===== src/design/awce_regs.svh =====
`ifndef AWCE_REGS_SVH
`define AWCE_REGS_SVH
// How it works
// - 87H returns a 512-byte sector information block
// - cylinder MSB first, then head, then sector
// - bytes 04H-06H hold LBA, MSB first
// - byte 13H is FFh if erased, else 00h
// - bytes 18H-1AH hold wear count, zero unsupported
// - E8H loads 512 bytes into sector buffer
// - DMA transfers are qualified by the request line
// - DMA write raises one interrupt, at the end
// - DMA write keeps busy or data-request set
// - 32H/33H write one 516-byte sector only
// - long write: 512 data bytes, then 4 bytes
// - host check bytes are dropped, own check used
// - C5H sets busy within 400 ns of accept
// - block size at most one sector, advertised
// - data request at each sector start, not only at each block start
// - interrupt at each block start, not per sector
// - count in sectors; last block holds the remainder
// - block write aborts when block mode is off
// - error ends command at failing sector
// - error leaves failing address and residual count
// - CDH behaves exactly as C5H
// - sector write: busy, then data request, no interrupt
// - after last sector: busy until done, then interrupt
// - block mode off after reset until configured

// apb byte offsets
`define AWCE_OFF_DATA    8'h00
`define AWCE_OFF_SECCNT  8'h04
`define AWCE_OFF_SECNUM  8'h08
`define AWCE_OFF_CYLLO   8'h0c
`define AWCE_OFF_CYLHI   8'h10
`define AWCE_OFF_DEVHEAD 8'h14
`define AWCE_OFF_CMDSTAT 8'h18
`define AWCE_OFF_ERROR   8'h1c
`define AWCE_OFF_MULTI   8'h20
// opcodes
`define AWCE_OP_XLATE    8'h87
`define AWCE_OP_WRBUF    8'he8
`define AWCE_OP_WRDMA    8'hca
`define AWCE_OP_LONG0    8'h32
`define AWCE_OP_LONG1    8'h33
`define AWCE_OP_MULTI    8'hc5
`define AWCE_OP_MULTINE  8'hcd
`define AWCE_OP_SETMULT  8'hc6
// status and error bits
`define AWCE_ST_BSY      7
`define AWCE_ST_RDY      6
`define AWCE_ST_DSC      4
`define AWCE_ST_DRQ      3
`define AWCE_ST_ERR      0
`define AWCE_ER_IDNF     8'h10
`define AWCE_ER_ABRT     8'h04
// information block byte positions
`define AWCE_TB_CYLMSB   9'h000
`define AWCE_TB_CYLLSB   9'h001
`define AWCE_TB_HEAD     9'h002
`define AWCE_TB_SECT     9'h003
`define AWCE_TB_LBA0     9'h004
`define AWCE_TB_LBA1     9'h005
`define AWCE_TB_LBA2     9'h006
`define AWCE_TB_ERASED   9'h013
`define AWCE_TB_HOT0     9'h018
`define AWCE_TB_HOT1     9'h019
`define AWCE_TB_HOT2     9'h01a
// sizes and timing
`define AWCE_LAST_WORD   8'hff
`define AWCE_LAST_ECC    2'h3
`define AWCE_FULL_COUNT  9'h100
`define AWCE_BSY_MAX_NS  400
`define AWCE_CLK_NS      100
`endif


===== src/design/awce_pkg.sv =====
package awce_pkg;
   // command sequencer states
   typedef enum logic [2:0] {
      ST_IDLE, ST_START, ST_XFER, ST_ECC, ST_PROG, ST_OUT
   } awce_state_t;
   // apb request from the master
   typedef struct packed {
      logic        psel;
      logic        penable;
      logic        pwrite;
      logic [7:0]  paddr;
      logic [31:0] pwdata;
   } awce_apb_t;
   // sector facts supplied by the media manager
   typedef struct packed {
      logic [15:0] cyl;
      logic [7:0]  head;
      logic [7:0]  sect;
      logic [23:0] lba;
      logic        erased;
      logic [23:0] hot;
   } awce_info_t;
   // sector program request to the media manager
   typedef struct packed {
      logic        req;
      logic [27:0] lba;
   } awce_media_t;
endpackage : awce_pkg


===== src/design/awce_engine.sv =====
`timescale 1ns/1ps
`include "awce_regs.svh"
module awce_engine #(
   parameter int MAX_BLOCK = 1               // largest block size accepted
) (
   input  wire logic                  sys_clk,
   input  wire logic                  rst,
   input  wire logic                  ce,
   input  wire awce_pkg::awce_apb_t   apbReq,
   output logic [31:0]                prdata,
   output logic                       pready,
   output logic                       pslverr,
   output logic                       irq,
   output logic                       dmarq,
   input  wire logic                  dmaStb,
   input  wire logic [15:0]           dmaData,
   input  wire awce_pkg::awce_info_t  sectInfo,
   output awce_pkg::awce_media_t      mediaOut,
   input  wire logic                  mediaDone,
   input  wire logic                  mediaErr,
   input  wire logic [7:0]            mediaRdAddr,
   output logic [15:0]                mediaRdData
);
   // busy deadline, rounded down to whole cycles, at least one
   localparam int BSY_CYC_RAW = `AWCE_BSY_MAX_NS / `AWCE_CLK_NS;
   localparam int BSY_CYC     = (BSY_CYC_RAW < 1) ? 1 : BSY_CYC_RAW;

   // refuse block sizes the counters cannot hold
   if (MAX_BLOCK < 1 || MAX_BLOCK > 255) begin : g_chk
      $error("MAX_BLOCK out of range");
   end

   // complete block state
   typedef struct packed {
      awce_pkg::awce_state_t state;
      logic [7:0]            cmd;       // command in progress
      logic [7:0]            secCnt;    // task-file count
      logic [7:0]            secNum;
      logic [7:0]            cylLo;
      logic [7:0]            cylHi;
      logic [7:0]            devHead;
      logic [7:0]            err;       // error register
      logic                  errFlag;
      logic                  bsy;
      logic                  drq;
      logic                  irq;
      logic                  dmarq;
      logic                  blkEn;     // block mode enabled
      logic [7:0]            blkSize;
      logic [7:0]            blkLeft;   // sectors left in block
      logic [8:0]            remain;    // sectors left in command
      logic [7:0]            wordCnt;
      logic [1:0]            eccCnt;
      awce_pkg::awce_info_t  info;      // captured sector facts
      logic [31:0]           prdata;
      logic                  pready;
      logic                  pslverr;
      awce_pkg::awce_media_t media;
   } awce_regs_t;

   awce_regs_t q;                 // registered state
   awce_regs_t d;                 // next state
   logic [15:0] secBuf [256];     // sector buffer
   logic        bufWe;            // buffer write strobe
   logic [15:0] bufData;          // buffer write data
   logic        setup;            // apb setup phase
   logic        acc;              // apb access completes
   logic        isLong;
   logic        isMulti;
   logic        isDma;
   logic [27:0] lbaNow;

   // one byte of the information block, zero where reserved
   function automatic logic [7:0] infoByte(input logic [8:0] idx,
                                           input awce_pkg::awce_info_t f);
      case (idx)
         `AWCE_TB_CYLMSB: infoByte = f.cyl[15:8];
         `AWCE_TB_CYLLSB: infoByte = f.cyl[7:0];
         `AWCE_TB_HEAD:   infoByte = f.head;
         `AWCE_TB_SECT:   infoByte = f.sect;
         `AWCE_TB_LBA0:   infoByte = f.lba[23:16];
         `AWCE_TB_LBA1:   infoByte = f.lba[15:8];
         `AWCE_TB_LBA2:   infoByte = f.lba[7:0];
         `AWCE_TB_ERASED: infoByte = f.erased ? 8'hff : 8'h00;
         `AWCE_TB_HOT0:   infoByte = f.hot[23:16];
         `AWCE_TB_HOT1:   infoByte = f.hot[15:8];
         `AWCE_TB_HOT2:   infoByte = f.hot[7:0];
         default:         infoByte = 8'h00;
      endcase
   endfunction : infoByte

   // command decode helpers
   assign isLong  = (q.cmd == `AWCE_OP_LONG0) || (q.cmd == `AWCE_OP_LONG1);
   assign isMulti = (q.cmd == `AWCE_OP_MULTI) ||
                    (q.cmd == `AWCE_OP_MULTINE);
   assign isDma   = (q.cmd == `AWCE_OP_WRDMA);
   assign lbaNow  = {q.devHead[3:0], q.cylHi, q.cylLo, q.secNum};
   assign setup   = apbReq.psel && !apbReq.penable;
   assign acc     = apbReq.psel && apbReq.penable && q.pready;

   // next-state logic
   always_comb begin
      logic        word;
      logic [27:0] lbaNxt;
      logic [8:0]  cntFull;
      word    = 1'b0;
      lbaNxt  = lbaNow + 28'h1;
      cntFull = (q.secCnt == 8'h00) ? `AWCE_FULL_COUNT : {1'b0, q.secCnt};
      d       = q;
      bufWe   = 1'b0;
      bufData = 16'h0000;
      d.media.req = 1'b0;
      // apb answer one cycle after setup
      d.pready = setup;
      if (setup) begin
         d.pslverr = 1'b0;
         case (apbReq.paddr)
            `AWCE_OFF_DATA:    d.prdata = {16'h0000,
               infoByte({q.wordCnt, 1'b1}, q.info),
               infoByte({q.wordCnt, 1'b0}, q.info)};
            `AWCE_OFF_SECCNT:  d.prdata = {24'h0, q.secCnt};
            `AWCE_OFF_SECNUM:  d.prdata = {24'h0, q.secNum};
            `AWCE_OFF_CYLLO:   d.prdata = {24'h0, q.cylLo};
            `AWCE_OFF_CYLHI:   d.prdata = {24'h0, q.cylHi};
            `AWCE_OFF_DEVHEAD: d.prdata = {24'h0, q.devHead};
            `AWCE_OFF_CMDSTAT: d.prdata = {24'h0, q.bsy, !q.bsy, 1'b0,
               1'b1, q.drq, 2'b00, q.errFlag};
            `AWCE_OFF_ERROR:   d.prdata = {24'h0, q.err};
            `AWCE_OFF_MULTI:   d.prdata = {16'h0, 8'(MAX_BLOCK),
               q.blkEn ? q.blkSize : 8'h00};
            default: begin
               d.prdata  = 32'h0;
               d.pslverr = 1'b1;
            end
         endcase
      end
      // task-file writes while idle
      if (acc && apbReq.pwrite && !q.bsy && !q.drq) begin
         case (apbReq.paddr)
            `AWCE_OFF_SECCNT:  d.secCnt  = apbReq.pwdata[7:0];
            `AWCE_OFF_SECNUM:  d.secNum  = apbReq.pwdata[7:0];
            `AWCE_OFF_CYLLO:   d.cylLo   = apbReq.pwdata[7:0];
            `AWCE_OFF_CYLHI:   d.cylHi   = apbReq.pwdata[7:0];
            `AWCE_OFF_DEVHEAD: d.devHead = apbReq.pwdata[7:0];
            `AWCE_OFF_CMDSTAT: begin
               d.cmd     = apbReq.pwdata[7:0];
               d.state   = awce_pkg::ST_START;
               d.bsy     = 1'b1;
               d.irq     = 1'b0;
               d.err     = 8'h00;
               d.errFlag = 1'b0;
               d.info    = sectInfo;
            end
            default: ;
         endcase
      end
      // status read acknowledges the interrupt
      if (acc && !apbReq.pwrite && apbReq.paddr == `AWCE_OFF_CMDSTAT)
         d.irq = 1'b0;
      // pick the data word source; pio is ignored during dma
      if (q.state == awce_pkg::ST_XFER) begin
         if (isDma) begin
            word    = dmaStb && q.dmarq;
            bufData = dmaData;
         end else begin
            word    = acc && apbReq.pwrite &&
                      apbReq.paddr == `AWCE_OFF_DATA;
            bufData = apbReq.pwdata[15:0];
         end
      end
      // command sequencer
      case (q.state)
         awce_pkg::ST_IDLE: ;
         awce_pkg::ST_START: begin
            d.wordCnt = 8'h00;
            d.eccCnt  = 2'b00;
            d.bsy     = 1'b0;
            d.state   = awce_pkg::ST_XFER;
            d.drq     = 1'b1;
            case (q.cmd)
               `AWCE_OP_XLATE: begin
                  d.state = awce_pkg::ST_OUT;
                  d.irq   = 1'b1;
               end
               `AWCE_OP_WRBUF, `AWCE_OP_LONG0, `AWCE_OP_LONG1:
                  d.remain = 9'h001;
               `AWCE_OP_WRDMA: begin
                  d.remain = cntFull;
                  d.dmarq  = 1'b1;
               end
               `AWCE_OP_MULTI, `AWCE_OP_MULTINE: begin
                  d.remain = cntFull;
                  if (!q.blkEn) begin
                     d.state   = awce_pkg::ST_IDLE;
                     d.drq     = 1'b0;
                     d.err     = `AWCE_ER_ABRT;
                     d.errFlag = 1'b1;
                     d.irq     = 1'b1;
                  end else begin
                     d.blkLeft = ({1'b0, q.blkSize} < cntFull) ?
                                 q.blkSize : cntFull[7:0];
                     d.irq     = 1'b1;
                  end
               end
               `AWCE_OP_SETMULT: begin
                  d.state = awce_pkg::ST_IDLE;
                  d.drq   = 1'b0;
                  d.irq   = 1'b1;
                  d.blkEn = (q.secCnt != 8'h00) &&
                            (q.secCnt <= 8'(MAX_BLOCK));
                  d.blkSize = q.secCnt;
                  if (q.secCnt > 8'(MAX_BLOCK)) begin
                     d.err     = `AWCE_ER_ABRT;
                     d.errFlag = 1'b1;
                  end
               end
               default: begin
                  d.state   = awce_pkg::ST_IDLE;
                  d.drq     = 1'b0;
                  d.err     = `AWCE_ER_ABRT;
                  d.errFlag = 1'b1;
                  d.irq     = 1'b1;
               end
            endcase
         end
         awce_pkg::ST_XFER: begin
            if (word) begin
               bufWe     = 1'b1;
               d.wordCnt = q.wordCnt + 8'h01;
               if (q.wordCnt == `AWCE_LAST_WORD) begin
                  if (isLong) begin
                     d.state = awce_pkg::ST_ECC;
                  end else begin
                     d.drq   = 1'b0;
                     d.dmarq = 1'b0;
                     d.bsy   = 1'b1;
                     d.state = awce_pkg::ST_PROG;
                     d.media.req = (q.cmd != `AWCE_OP_WRBUF);
                     d.media.lba = lbaNow;
                  end
               end
            end
         end
         awce_pkg::ST_ECC: begin
            // check bytes are counted and dropped
            if (acc && apbReq.pwrite && apbReq.paddr == `AWCE_OFF_DATA) begin
               d.eccCnt = q.eccCnt + 2'b01;
               if (q.eccCnt == `AWCE_LAST_ECC) begin
                  d.drq       = 1'b0;
                  d.bsy       = 1'b1;
                  d.state     = awce_pkg::ST_PROG;
                  d.media.req = 1'b1;
                  d.media.lba = lbaNow;
               end
            end
         end
         awce_pkg::ST_PROG: begin
            if (q.cmd == `AWCE_OP_WRBUF) begin
               d.bsy   = 1'b0;
               d.irq   = 1'b1;
               d.state = awce_pkg::ST_IDLE;
            end else if (mediaDone) begin
               if (mediaErr) begin
                  d.err     = `AWCE_ER_IDNF;
                  d.errFlag = 1'b1;
                  d.bsy     = 1'b0;
                  d.irq     = 1'b1;
                  d.state   = awce_pkg::ST_IDLE;
               end else begin
                  d.remain  = q.remain - 9'h001;
                  d.secCnt  = q.secCnt - 8'h01;
                  {d.devHead[3:0], d.cylHi, d.cylLo, d.secNum} = lbaNxt;
                  d.bsy     = 1'b0;
                  d.wordCnt = 8'h00;
                  if (q.remain == 9'h001) begin
                     d.irq   = 1'b1;
                     d.state = awce_pkg::ST_IDLE;
                  end else begin
                     d.drq   = 1'b1;
                     d.state = awce_pkg::ST_XFER;
                     d.dmarq = isDma;
                     if (isMulti) begin
                        d.blkLeft = q.blkLeft - 8'h01;
                        if (q.blkLeft == 8'h01) begin
                           d.irq     = 1'b1;
                           d.blkLeft = ({1'b0, q.blkSize} < d.remain) ?
                                       q.blkSize : d.remain[7:0];
                        end
                     end else if (!isDma) begin
                        d.irq = 1'b1;
                     end
                  end
               end
            end
         end
         awce_pkg::ST_OUT: begin
            // information block read out word by word
            if (acc && !apbReq.pwrite && apbReq.paddr == `AWCE_OFF_DATA) begin
               d.wordCnt = q.wordCnt + 8'h01;
               if (q.wordCnt == `AWCE_LAST_WORD) begin
                  d.drq   = 1'b0;
                  d.state = awce_pkg::ST_IDLE;
               end
            end
         end
         default: d.state = awce_pkg::ST_IDLE;
      endcase
   end

   // state register, frozen while ce is low
   always_ff @(posedge sys_clk or posedge rst) begin
      if (rst) begin
         q <= '0;
      end else if (ce) begin
         q <= d;
      end
   end

   // sector buffer: host fills, media manager reads
   always_ff @(posedge sys_clk) begin
      if (ce) begin
         if (bufWe)
            secBuf[q.wordCnt] <= bufData;
         mediaRdData <= secBuf[mediaRdAddr];
      end
   end

   // outputs straight from the state register
   assign prdata   = q.prdata;
   assign pready   = q.pready;
   assign pslverr  = q.pslverr;
   assign irq      = q.irq;
   assign dmarq    = q.dmarq;
   assign mediaOut = q.media;

   // checks
   logic cmdAcc;
   assign cmdAcc = acc && apbReq.pwrite &&
                   apbReq.paddr == `AWCE_OFF_CMDSTAT && !q.bsy && !q.drq;
endmodule : awce_engine


===== config.mk =====
export PLATFORM = sky130hd
export DESIGN_NAME = awce_engine
export DESIGN_NICKNAME = d
export VERILOG_FILES = /design/src/design/awce_pkg.sv /design/src/design/awce_engine.sv
export VERILOG_INCLUDE_DIRS = /design/src /design/src/design
export SDC_FILE = /design/constraint.sdc
export NUM_CORES = 2
export LEC_CHECK = 0
export ABC_CLOCK_PERIOD_IN_PS = 14300
export BUFFER_PORTS_ARGS = -buffer_cell sky130_fd_sc_hd__buf_2
export CAP_MARGIN = 20
export CORE_MARGIN = 2
export CORE_UTILIZATION = 34
export CTS_BUF_LIST = sky130_fd_sc_hd__clkbuf_4 sky130_fd_sc_hd__clkbuf_8
export DETAILED_ROUTE_END_ITERATION = 16
export PLACE_DENSITY = 0.48
export SLEW_MARGIN = 30
export SYNTH_ARGS = -nofsm -noshare
export SYNTH_HDL_FRONTEND = slang
export SYNTH_SLANG_ARGS = --single-unit

===== constraint.sdc =====
create_clock -name sys_clk -period 14.3 [get_ports sys_clk]
set_input_delay 0.715 -clock sys_clk [delete_from_list [all_inputs] [get_ports sys_clk]]
set_output_delay 0.715 -clock sys_clk [all_outputs]
set_load 0.005 [all_outputs]

==> summary.txt <==
Clock tree
  • Worst-Skew Late Latency: around 1.3 ns
  • CTS tree: yes
  • Cts-stage hold buffer count: between 100 and 150
  • CTS-repair resized insts: 0
  • CTS Buf Count: around 700
  • Clock root buffer: clkbuf_8
  • H-Tree Depth: 6
  • Setup repair bufs after CTS: 0
  • Clock Sinks: 4,340
  • Reg clk slew, reported paths: ~0.07 ns
  • Longest Clk Path Bufs: 4

Placed design
  • Final RePlAce weighted congestion: 0.838
  • Hpwl dp: 277,000 µm
  • Number of port buffers: 202
  • Pre-CTS setup slack: 8.49 ns

Global route
  • Busiest layer in global routing: met2
  • Vias in the first global route: 91.1k
  • GRT Residual Overflow: 0
  • Met1 Usage GRT: 26.3%
  • Global-route wire length before repair: 682,000 µm
  • GRT Total Usage: 18.8%
  • Antenna violations before repair: 29
  • Grt met2 use: 30.6%
  • GR Util met3: 3.07%
  • Pin count of the biggest net entering global routing: 203

Synth
  • Post-synthesis average cell area: between 15 and 20 µm²
  • Flops & latches, synth: 4,340
  • Post-synth top flop: edfxtp_1
  • Post-synthesis sequential area ratio: 76.4%
  • Cell count after synthesis: roughly 8.5k
  • Ys Warns: 0
  • Mapped Area: 169,000 µm²
  • Post-synth cell types: 81
  • Post-synth ARST share: 5.25%
  • Number of synthesized flops with an enable pin: 4,112

Hold path
  • HP Start: apbReq[38]
  • Tightest Hold Check Type: in -> reg

STA
  • Fmax: 0.186 GHz
  • RSZ-0062 raised after global routing: false
  • Final hold vios: 0
  • Slew @ Worst Pin: 1.16 ns
  • Final setup TNS: 0 ns
  • Worst clock skew: 0.0733 ns
  • Final period utilization: a little under two fifths
  • Min Clock Period, post-route: between 5 and 6 ns
  • Final setup vio count: 0
  • Fin. max-slew vios: 0
  • Worst setup margin: 8.93 ns
  • Rel. slew slack: between 20% and 30%

Critical path
  • Critical Path Max Stage Delay: 0.75 ns
  • Kind of critical path: reg -> reg
  • CP Data Required Time: roughly 15 ns
  • Slowest cell on crit path: dfrtp_1
  • CP endpoint kind: register
  • Critical Path Start: q[242]
  • Critical Path Source Type: register
  • CP max FO: 70
  • Most common cell on crit path: buf_4
  • Critical-path cell list: or3b_2 > buf_4 > a21oi_4 > buf_4 > buf_4 > buf_4 > buf_4
  • Worst EP arrival: 6.26 ns
  • Reg2reg setup slack: 8.93 ns
  • Critical R2R Launch: q[242]

Outcome
  • Status: completed

Power and ir drop
  • PwrDens: 129 nW/µm²
  • Psw: 5530 µW
  • Clock group share of total power: between 40% and 50%
  • Leakage: 0.0665 µW
  • Max VDD drop: between 0.00009 and 0.0001 V
  • Switching Share: 22.0%
  • Combinational Power Share: 3.8%
  • Flop pwr share: 54.6%
  • Pint: 19,700 µW

Drt
  • Routed wire length: 485,000 µm
  • Drt pass-1 iters: 6
  • DRC Markers: 0
  • Via count: slightly below 90k
  • Final ANT Viol Nets: 0
  • Via-to-Cell Ratio: 5.31
  • Routed length per placed instance: 29.1 µm
  • DRT iter0 DRCs: 8,372

Finish
  • Layout cells sized above 1: 27.7%
  • Most frequent cells in the layout: 4,112 x edfxtp_1, 768 x mux4_2, 729 x clkbuf_8
  • Syn-to-layout area delta: 15.4%
  • Most common cell after layout, fill and taps aside: edfxtp_1
  • # nets final: around 9.6k

Floorplan
  • Die area: 503,000 µm²
  • Die width: 709 µm
  • Core area: approximately 500,000 µm²
  • Die extent in y: a little over 700 µm
  • # rows: between 200 and 300
  • Starting density of the core: roughly 34%
  • I/O pin cnt: 235

Flow run
  • Max cap viols: 0
sequential cells by signal, summed over array words and instances (netlist names):
name / flops
mediaRdData: 16
dmarq: 1
pslverr: 1
q: 151
irq: 1
lbaNow: 28
pready: 1
prdata: 16
mediaOut: 29
secBuf: 4096
per-stage QoR:
step / cell area, µm² / power [µW] / util [%] / instances / hold WS, ns
6_report: 195000 / 25200 / 39.3 / 16662 / 0.143
5_1_grt: 195000 / 26100 / 39.3 / 16646 / 0.0903
4_1_cts: 195000 / 25500 / 39.3 / 16624 / 0.00986
3_5_place_dp: 180000 / 15000 / 36.3 / 15259 / 0.469
3_3_place_gp: 180000 / 14900 / 36.2 / 15256 / 0.471
2_1_floorplan: 169000 / 14600 / - / 8561 / 0.439
Yosys cell counts (all sizes together), types with 8 or more instances:
library cell     n  area, µm²
edfxtp        4112     123000
mux4           768      17300
mux2i          547       5480
nor2           343       1290
o22ai          322       2010
clkbuf         313       1170
buf            261       1380
dfrtp          228       5710
nand2          198        743
a22o           184       1610
a21oi          162        811
a22oi          144       1080
nor3           119        596
mux2           111       1250
a221oi         104        911
nor4            87        578
o21ai           74        370
nand3           49        245
inv             48        180
a31oi           40        250
nand4           33        206
ha              26        325
o211ai          26        195
and2            16        100
nand2b          16        100
o31ai           15        113
a2111oi         14        123
nor2b           14       87.6
and3            11       68.8
o32ai           11       96.3
or3             10       62.6
or4             10       75.1
or2              9       56.3
or3b             9       78.8
xnor2            8       70.1
area by class of cell:
class,count,area [µm²]
Multi-Input combinational cell,3598,38100
Tap cell,6655,8330
Inverter,49,191
Antenna cell,23,57.6
Fill cell,45133,301000
Timing Repair Buffer,743,5840
Sequential cell,4340,129000
Clock buffer,975,11900
Clock inverter,279,1660
power by group through the flow:
stage | Clock, µW | Combinational, µW | Sequential, µW
2_1_floorplan | 0 | 584 | 14000
3_3_place_gp | 0 | 937 | 14000
3_5_place_dp | 0 | 942 | 14000
4_1_cts | 10800 | 967 | 13700
5_1_grt | 11300 | 1010 | 13700
6_report | 10500 | 953 | 13700
kinds of logic (layout without fill, tap and decap cells):
group | after synthesis | in the layout | share of synthesized area (%)
flip-flops | 4340 | 4340 | 76.4
multiplexers | 1426 | 1426 | 14.2
AO/OA/AOI/OAI | 1159 | 1159 | 4.81
AND/OR/NAND/NOR | 957 | 957 | 2.71
buffers and inverters | 623 | 2046 | 1.62
adder cells (fa/ha/maj) | 26 | 26 | 0.192
XOR/XNOR | 14 | 14 | 0.0725
other | 1 | 39 | 0.00222
final timing paths:
| kind | end | cells after the start |
|---|---|---|
| max | secBuf[183][12] | 7 |
| min | prdata[8] | 4 |
| max reg2reg | secBuf[183][12] | 7 |
| min reg2reg | prdata[10] | 2 |
| max in group asynchronous | q[98] | 5 |
| min in group asynchronous | mediaOut[16] | 3 |
layer usage:
metal | wire length (µm) | vias to the layer above
li1 | - | 37402
met1 | 211000 | 47625
met2 | 232000 | 2811
met3 | 28900 | 664
met4 | 13000 | 4
met5 | 27 | -
worst max-delay path: cells and delay by family, from the launching register on:
kind,cells,cell delay (ns)
AO/OA/AOI/OAI,1,0.17
buffers and inverters,5,3.05
flip-flops,1,0.75
AND/OR/NAND/NOR,1,0.69
Power figures use the tool's default switching activity.
